<file path="config.mk">
export PLATFORM = sky130hd
export DESIGN_NAME = mtap_port
export DESIGN_NICKNAME = d
export VERILOG_FILES = /design/src/mtap_pkg.sv /design/src/mtap_port.sv
export SDC_FILE = /design/constraint.sdc
export NUM_CORES = 1
export LEC_CHECK = 0
export ABC_AREA = 1
export CORE_MARGIN = 2
export CORE_UTILIZATION = 55
export DETAILED_ROUTE_END_ITERATION = 7
export DONT_BUFFER_PORTS = 1
export PLACE_DENSITY = 0.75
export SLEW_MARGIN = 20
export SYNTH_ARGS = -nofsm -noshare
export SYNTH_HDL_FRONTEND = slang
export SYNTH_SLANG_ARGS = --single-unit
</file>
<file path="constraint.sdc">
create_clock -name sys_clk -period 1.3 [get_ports sys_clk]
set_input_delay 0.195 -clock sys_clk [delete_from_list [all_inputs] [get_ports sys_clk]]
set_output_delay 0.195 -clock sys_clk [all_outputs]
set_load 0.01 [all_outputs]
</file>
<file path="src/mtap_pkg.sv">
// package for the memory test access port: states, instructions, widths
// assumes a single system clock; test clock arrives as a sampled pin
package mtap_pkg;
  // ----------------------------------------
  // controller states
  // ----------------------------------------
  typedef enum logic [3:0] {
    ST_RESET, ST_IDLE, ST_SEL_DR, ST_CAP_DR, ST_SH_DR, ST_EX1_DR, ST_PA_DR,
    ST_EX2_DR, ST_UPD_DR, ST_SEL_IR, ST_CAP_IR, ST_SH_IR, ST_EX1_IR, ST_PA_IR,
    ST_EX2_IR, ST_UPD_IR
  } mtap_state_e;
  // ----------------------------------------
  // instruction register, id code and reset constants
  // ----------------------------------------
  localparam int IR_W = 3;
  localparam logic [2:0] INS_IDCODE = 3'h1;
  localparam logic [2:0] INS_BYPASS = 3'h7;
  localparam logic [1:0] IR_CAPTURE = 2'h1;
  localparam int ID_W = 32;
  // arbitrary identification value, not a real maker code
  localparam logic [31:0] ID_CODE_RST = 32'h0000_0001;
  localparam int TLR_COUNT = 5;
  localparam logic [2:0] SYNC_RST = 3'h7;
  // ----------------------------------------
  // pin group
  // ----------------------------------------
  typedef struct packed {
    logic tck;
    logic tms;
    logic tdi;
  } mtap_pins_s;
endpackage : mtap_pkg

</file>
<file path="src/mtap_port.sv">
// test access port controller with instruction, bypass and id registers
// assumes tck much slower than sys_clk; pins already pulled up at the pad
`timescale 1ns/1ns
`default_nettype none
// Summary of operation
// - standard boundary scan controller and registers
// - port reset at power-up, idle until clocked
// - unconnected test inputs read as high
// - sample on rising, tdo and tdo_oe change on falling
// - mode select steps the controller each rise
// - data in shifts into selected register
// - undriven data input acts as one
// - output driven only when shifting
// - five high mode selects force reset
// - three-bit instruction, preset to identification
// - capture loads 01, update applies instruction
// - one-bit bypass register for every instruction other than identification
// - id code captured, shifted lsb first
module mtap_port (
  input wire logic sys_clk,
  input wire logic srst,
  input wire mtap_pkg::mtap_pins_s pins,
  output logic tdo,
  output logic tdo_oe,
  output logic [2:0] active_ins
);
  // ----------------------------------------
  // pin synchronisers and edge detection
  // ----------------------------------------
  mtap_pkg::mtap_pins_s s1;
  mtap_pkg::mtap_pins_s s2;
  logic tck_d;
  always_ff @(posedge sys_clk) begin
    if (srst) begin
      s1 <= mtap_pkg::SYNC_RST;
      s2 <= mtap_pkg::SYNC_RST;
      tck_d <= 1'b1;
    end else begin
      s1 <= pins;
      s2 <= s1;
      tck_d <= s2.tck;
    end
  end
  wire rise = s2.tck & ~tck_d;
  wire fall = ~s2.tck & tck_d;
  wire tms = s2.tms;
  wire tdi = s2.tdi;
  // ----------------------------------------
  // controller
  // ----------------------------------------
  mtap_pkg::mtap_state_e state;
  mtap_pkg::mtap_state_e next_state;
  always_comb begin
    next_state = state;
    case (state)
      mtap_pkg::ST_RESET: next_state = tms ? mtap_pkg::ST_RESET : mtap_pkg::ST_IDLE;
      mtap_pkg::ST_IDLE: next_state = tms ? mtap_pkg::ST_SEL_DR : mtap_pkg::ST_IDLE;
      mtap_pkg::ST_SEL_DR: next_state = tms ? mtap_pkg::ST_SEL_IR : mtap_pkg::ST_CAP_DR;
      mtap_pkg::ST_CAP_DR: next_state = tms ? mtap_pkg::ST_EX1_DR : mtap_pkg::ST_SH_DR;
      mtap_pkg::ST_SH_DR: next_state = tms ? mtap_pkg::ST_EX1_DR : mtap_pkg::ST_SH_DR;
      mtap_pkg::ST_EX1_DR: next_state = tms ? mtap_pkg::ST_UPD_DR : mtap_pkg::ST_PA_DR;
      mtap_pkg::ST_PA_DR: next_state = tms ? mtap_pkg::ST_EX2_DR : mtap_pkg::ST_PA_DR;
      mtap_pkg::ST_EX2_DR: next_state = tms ? mtap_pkg::ST_UPD_DR : mtap_pkg::ST_SH_DR;
      mtap_pkg::ST_UPD_DR: next_state = tms ? mtap_pkg::ST_SEL_DR : mtap_pkg::ST_IDLE;
      mtap_pkg::ST_SEL_IR: next_state = tms ? mtap_pkg::ST_RESET : mtap_pkg::ST_CAP_IR;
      mtap_pkg::ST_CAP_IR: next_state = tms ? mtap_pkg::ST_EX1_IR : mtap_pkg::ST_SH_IR;
      mtap_pkg::ST_SH_IR: next_state = tms ? mtap_pkg::ST_EX1_IR : mtap_pkg::ST_SH_IR;
      mtap_pkg::ST_EX1_IR: next_state = tms ? mtap_pkg::ST_UPD_IR : mtap_pkg::ST_PA_IR;
      mtap_pkg::ST_PA_IR: next_state = tms ? mtap_pkg::ST_EX2_IR : mtap_pkg::ST_PA_IR;
      mtap_pkg::ST_EX2_IR: next_state = tms ? mtap_pkg::ST_UPD_IR : mtap_pkg::ST_SH_IR;
      mtap_pkg::ST_UPD_IR: next_state = tms ? mtap_pkg::ST_SEL_DR : mtap_pkg::ST_IDLE;
      default: next_state = mtap_pkg::ST_RESET;
    endcase
  end
  always_ff @(posedge sys_clk) begin
    if (srst) begin
      state <= mtap_pkg::ST_RESET;
    end else if (rise) begin
      state <= next_state;
    end
  end
  // ----------------------------------------
  // shift registers
  // ----------------------------------------
  logic [2:0] ir_sh;
  logic [31:0] id_sh;
  logic byp;
  wire in_sh_dr = (state == mtap_pkg::ST_SH_DR);
  wire in_sh_ir = (state == mtap_pkg::ST_SH_IR);
  wire sel_byp = (active_ins != mtap_pkg::INS_IDCODE);
  wire to_tlr = (next_state == mtap_pkg::ST_RESET);
  always_ff @(posedge sys_clk) begin
    if (srst) begin
      ir_sh <= mtap_pkg::INS_IDCODE;
      active_ins <= mtap_pkg::INS_IDCODE;
      id_sh <= mtap_pkg::ID_CODE_RST;
      byp <= 1'b0;
    end else if (rise) begin
      if (to_tlr) begin
        active_ins <= mtap_pkg::INS_IDCODE;
      end
      if (state == mtap_pkg::ST_CAP_IR) begin
        ir_sh <= {active_ins[2], mtap_pkg::IR_CAPTURE};
      end else if (in_sh_ir) begin
        ir_sh <= {tdi, ir_sh[2:1]};
      end
      if (state == mtap_pkg::ST_UPD_IR) begin
        active_ins <= ir_sh;
      end
      if (state == mtap_pkg::ST_CAP_DR) begin
        id_sh <= mtap_pkg::ID_CODE_RST;
        byp <= 1'b0;
      end else if (in_sh_dr) begin
        if (sel_byp) begin
          byp <= tdi;
        end else begin
          id_sh <= {tdi, id_sh[31:1]};
        end
      end
    end
  end
  // ----------------------------------------
  // output stage, updated on falling edge
  // ----------------------------------------
  wire next_tdo = in_sh_ir ? ir_sh[0] : (sel_byp ? byp : id_sh[0]);
  always_ff @(posedge sys_clk) begin
    if (srst) begin
      tdo <= 1'b0;
      tdo_oe <= 1'b0;
    end else if (fall) begin
      tdo <= next_tdo;
      tdo_oe <= in_sh_ir | in_sh_dr;
    end
  end
  // ----------------------------------------
  // run of high mode selects seen at rises
  // ----------------------------------------
  // saturates at four; the next high rise must land in reset
  logic [2:0] ones_cnt;
  wire ones_full = (ones_cnt == 3'(mtap_pkg::TLR_COUNT - 1));
  always_ff @(posedge sys_clk) begin
    if (srst) begin
      ones_cnt <= 3'h0;
    end else if (rise) begin
      if (!tms) begin
        ones_cnt <= 3'h0;
      end else if (!ones_full) begin
        ones_cnt <= ones_cnt + 3'h1;
      end
    end
  end
  // ----------------------------------------
  // checks
  // ----------------------------------------
  a_tdo_hold_rise: assert property (@(posedge sys_clk) disable iff (srst)
    !fall |=> $stable(tdo) && $stable(tdo_oe))
    else $error("tdo changed without falling edge");
  a_state_rise: assert property (@(posedge sys_clk) disable iff (srst)
    !rise |=> $stable(state))
    else $error("state moved without rising edge");
  a_tlr_preset: assert property (@(posedge sys_clk) disable iff (srst)
    rise && to_tlr |=> active_ins == mtap_pkg::INS_IDCODE)
    else $error("instruction not preset on entering reset");
  a_ir_capture: assert property (@(posedge sys_clk) disable iff (srst)
    rise && state == mtap_pkg::ST_CAP_IR |=> ir_sh[1:0] == mtap_pkg::IR_CAPTURE)
    else $error("capture did not load 01");
  a_ir_shift: assert property (@(posedge sys_clk) disable iff (srst)
    rise && in_sh_ir |=> ir_sh == {$past(tdi), $past(ir_sh[2:1])})
    else $error("instruction shift lost a bit");
  a_ir_hold: assert property (@(posedge sys_clk) disable iff (srst)
    !(rise && (in_sh_ir || state == mtap_pkg::ST_CAP_IR))
    |=> $stable(ir_sh))
    else $error("instruction shifter moved outside capture or shift");
  a_ins_update: assert property (@(posedge sys_clk) disable iff (srst)
    !(rise && (state == mtap_pkg::ST_UPD_IR || to_tlr))
    |=> $stable(active_ins))
    else $error("instruction changed outside update");
  a_ins_apply: assert property (@(posedge sys_clk) disable iff (srst)
    rise && state == mtap_pkg::ST_UPD_IR |=> active_ins == $past(ir_sh))
    else $error("update did not apply shifted instruction");
  a_byp_shift: assert property (@(posedge sys_clk) disable iff (srst)
    rise && in_sh_dr && sel_byp |=> byp == $past(tdi))
    else $error("bypass did not take data in");
  a_byp_hold: assert property (@(posedge sys_clk) disable iff (srst)
    !(rise && (in_sh_dr || state == mtap_pkg::ST_CAP_DR))
    |=> $stable(byp))
    else $error("bypass stage moved outside capture or shift");
  a_id_capture: assert property (@(posedge sys_clk) disable iff (srst)
    rise && state == mtap_pkg::ST_CAP_DR |=> id_sh == mtap_pkg::ID_CODE_RST)
    else $error("id code not captured");
  a_id_shift: assert property (@(posedge sys_clk) disable iff (srst)
    rise && in_sh_dr && !sel_byp |=> id_sh == {$past(tdi), $past(id_sh[31:1])})
    else $error("id shift lost a bit");
  a_id_hold: assert property (@(posedge sys_clk) disable iff (srst)
    !(rise && (in_sh_dr || state == mtap_pkg::ST_CAP_DR))
    |=> $stable(id_sh))
    else $error("id register moved outside capture or shift");
  a_five_ones: assert property (@(posedge sys_clk) disable iff (srst)
    rise && tms && ones_full |=> state == mtap_pkg::ST_RESET)
    else $error("five high mode selects did not reset");
  a_reset_quiet: assert property (@(posedge sys_clk) disable iff (srst)
    state == mtap_pkg::ST_RESET |-> !tdo_oe)
    else $error("output enabled in reset state");
  // ----------------------------------------
  // output checks
  // ----------------------------------------
  a_oe_shift: assert property (@(posedge sys_clk) disable iff (srst)
    fall |=> tdo_oe == ($past(in_sh_ir) || $past(in_sh_dr)))
    else $error("output enable wrong for state");
  a_oe_where: assert property (@(posedge sys_clk) disable iff (srst)
    tdo_oe |-> state inside {mtap_pkg::ST_SH_DR, mtap_pkg::ST_EX1_DR,
                             mtap_pkg::ST_SH_IR, mtap_pkg::ST_EX1_IR})
    else $error("output enabled away from shifting");
  a_tdo_ir: assert property (@(posedge sys_clk) disable iff (srst)
    fall && in_sh_ir |=> tdo == $past(ir_sh[0]))
    else $error("tdo not instruction end bit");
  a_tdo_id: assert property (@(posedge sys_clk) disable iff (srst)
    fall && in_sh_dr && !sel_byp |=> tdo == $past(id_sh[0]))
    else $error("tdo not id end bit");
  a_tdo_byp: assert property (@(posedge sys_clk) disable iff (srst)
    fall && in_sh_dr && sel_byp |=> tdo == $past(byp))
    else $error("tdo not bypass bit");
endmodule : mtap_port
`default_nettype wire

</file>
==> impl_metrics.py <==
metrics = {
    "run_status": {
        "status": "complete, but fails checks",
        "failed_checks": "negative setup slack",
    },
    "layout": {
        "syn_to_final_growth_pct": 40.8,
        "final_cells": 386,
        "n_antenna_cell": 0,
        "stdcell_area_um2": 3060,
        "nets": 342,
        "fillers": 226,
        "layout-drive-gt1-share_pct": 41.4,
    },
    "synth": {
        "synthesis.area_um2": 2170,
        "synth_nets": 300,
        "synth_warnings": 0,
        "yosysTopAreaCell": "dfxtp_1",
        "ys_top_cells_by_count": "nand2_1 (100), dfxtp_1 (52), a21oi_1 (42)",
        "synth-async-reset-ratio_pct": 0,
        "syn_avg_cell_area_um2": 7.36,
        "syn_inst": 295,
        "synth_most_common_cell": "nand2_1",
        "synth.distinct_cells": 27,
        "ys.flop_type": "dfxtp_1",
        "synth_top_area_share_pct": 48.0,
        "synth_area_leaders": "dfxtp_1 (48%), nand2_1 (17%), a21oi_1 (9.7%)",
        "yosysSeqAreaShare_pct": 48.0,
        "synth_seq_cells": 52,
        "synth_edf_count": 0,
    },
    "sta": {
        "finalClockSkew_ns": 0.00529,
        "setup_viol": 39,
        "final.setup.worst_slack_ns": -0.237,
        "rsz0062_at_grt": "yes",
        "period_share_pct": 118,
        "slew_violations": 0,
        "worst_pin_slew_ns": 0.276,
        "final.min_clock_period_ns": 1.54,
        "max_slew_margin_pct": 81.6,
        "hold_violations": 0,
        "max_freq_mhz": 651,
        "worst_hold_slack_ns": 0.0395,
    },
    "run": {
        "maxCapViolCount": 0,
    },
    "place": {
        "place_congestion": 0.940,
        "dp.cells": 358,
        "dp_hpwl_mm": 3.03,
        "dp_slack_ns": -0.333,
        "io_buffers": 0,
        "place_area_um2": 2410,
    },
    "routing": {
        "dr_total_vias": 2075,
        "detail_route.vias_per_cell": 5.38,
        "ant_nets": 0,
        "drt_iter0_drc": 192,
        "drt_wl_total_mm": 5.76,
        "firstDrtPassIters": 4,
        "post_drt_wl_per_cell_um": 14.9,
        "drc": 0,
    },
    "floorplanning": {
        "initial_core_util_pct": 58.4,
        "row_count": 22,
        "die_area_um2": 4470,
        "io_pins": 10,
        "die_h_um": 66.8,
        "die_w_um": 66.8,
        "core_area_um2": 3720,
    },
    "clock_tree": {
        "cts.reportedPaths.clkPinSlew_ns": 0.09,
        "cts.root.buffer_cell": "clkbuf_8",
        "cts_inserted_buffers": 5,
        "insertion_delay_ns": 0.30,
        "ctsHtreeMaxLevel": 2,
        "cts.sinks": 52,
        "cts_tree": "done",
        "ctsLongestPathBuffers": 2,
    },
    "grt": {
        "overflow": 0,
        "grt_pass1_vias": 1962,
        "antenna_found_initial": 0,
        "grt_max_degree": 39,
        "grt_pass1_wl_mm": 8.51,
        "grt_usage_pct": 25.3,
    },
    "worst_setup_path": {
        "critPathLaunchType": "flop",
        "worstPathMaxFanout": 12,
        "end_kind": "flop",
        "cp.required_ns": 1.53,
        "critical_path_arrival_ns": 1.77,
        "path_class": "flop to flop",
    },
    "power": {
        "powerDensity_nw_per_um2": 921,
        "cellLeakagePower_uw": 0.00131,
        "ir_drop_uv": 1080,
        "power_uw": 2820,
    },
    "worst_hold_path": {
        "hp-class": "input port to flop",
    },
}
==> metal layers <==
metal | vias to the layer above | GRT usage, % | share of wire, %
li1 | 1029 | - | -
met1 | 970 | 30.2 | 42
met2 | 67 | 45.1 | 51
met3 | 9 | 5.41 | 5.4
met4 | 0 | 7.91 | 1.7
met5 | - | 0 | 0
==> what timing repair did <==
item,in CTS,in global routing
buffers inserted,6,5
gates resized for setup,30,69
gates cloned,1,3
endpoints found under the hold margin,42,0
endpoints found under the setup margin,44,44
pin swaps,10,34
hold buffers,7,0
==> power breakdown <==
group | switching, uW | internal (uW) | leakage [uW]
clock | 546 | 437 | 0.0000516
combinational | 117 | 92.7 | 0.000834
sequential | 18.3 | 1610 | 0.000424
==> layout by cell type (no fill, tap or decap), types with 2 or more instances in the layout <==
| cell | instances |
|---|---|
| nand2_4 | 15 |
| nand2_1 | 74 |
| a31oi_1 | 2 |
| o221ai_1 | 2 |
| buf_6 | 8 |
| nor3_4 | 2 |
| o21ai_1 | 2 |
| dfxtp_4 | 3 |
| clkbuf_8 | 6 |
| nor2_4 | 8 |
| nor2_2 | 4 |
| dfxtp_2 | 2 |
| or2_2 | 7 |
| o21ai_0 | 11 |
| dlygate4sd3_1 | 6 |
| nand3_2 | 7 |
| nand2_2 | 14 |
| a21oi_1 | 22 |
| inv_2 | 3 |
| nor2_1 | 6 |
| inv_1 | 17 |
| a21oi_2 | 20 |
| inv_4 | 4 |
| buf_12 | 2 |
| dfxtp_1 | 47 |
| clkbuf_16 | 2 |
| nand3_1 | 4 |
| buf_4 | 29 |
==> worst max-delay path, stage by stage (launching register included) <==
cell and delay, ns:
dfxtp_4 0.42, inv_4 0.06, nor2_4 0.13, nand2_2 0.09, nand2_4 0.10, nand2_4 0.08, nor2_4 0.17, buf_8 0.17
nand2_1 0.07, a21oi_1 0.16
==> kinds of logic (layout without fill, tap and decap cells) <==
group / count (synthesis) / after routing / share of synthesized area [%]
AOI/OAI and AO/OA: 62 / 62 / 15.1
buffers and inverters: 37 / 80 / 8.36
DFF: 52 / 52 / 48.0
and+or+nand+nor: 144 / 144 / 28.6
==> registers in the layout (all words and copies together) (netlist names) <==
name,count
tdo,1
s1,3
byp,1
id_sh,32
tms,1
active_ins,3
ir_sh,3
s2,1
state,4
tck_d,1
tdi,1
tdo_oe,1
==> per-stage QoR <==
step / utilization, % / setup TNS, ns
after floorplan: - / -0.136
after global placement: 64.9 / -6.23
after detailed placement: 64.9 / -7.30
after CTS: 74.1 / -5.12
after global routing: 82.3 / -9.49
final: 82.3 / -6.64
==> worst paths after layout <==
path	start	to	slack (ns)	depth (start not counted)
hold reg to reg	s2[2]	tck_d	0.43	2
hold / removal	srst	state[2]	0.04	3
setup / recovery	state[2]	id_sh[4]	-0.24	9
setup reg to reg	state[2]	id_sh[4]	-0.24	9
==> cell type report <==
| type | count | area (um2) | area share (%) |
|---|---|---|---|
| Clock inverter | 2 | 13.8 | 0.450 |
| Inverter | 24 | 100 | 3.27 |
| Timing Repair Buffer | 48 | 473 | 15.5 |
| Multi-Input combinational cell | 206 | 1270 | 41.6 |
| Sequential cell | 52 | 1050 | 34.5 |
| Clock buffer | 6 | 82.6 | 2.70 |
| Tap cell | 48 | 60.1 | 1.96 |
Note: power is estimated with default switching activity, not from simulation.
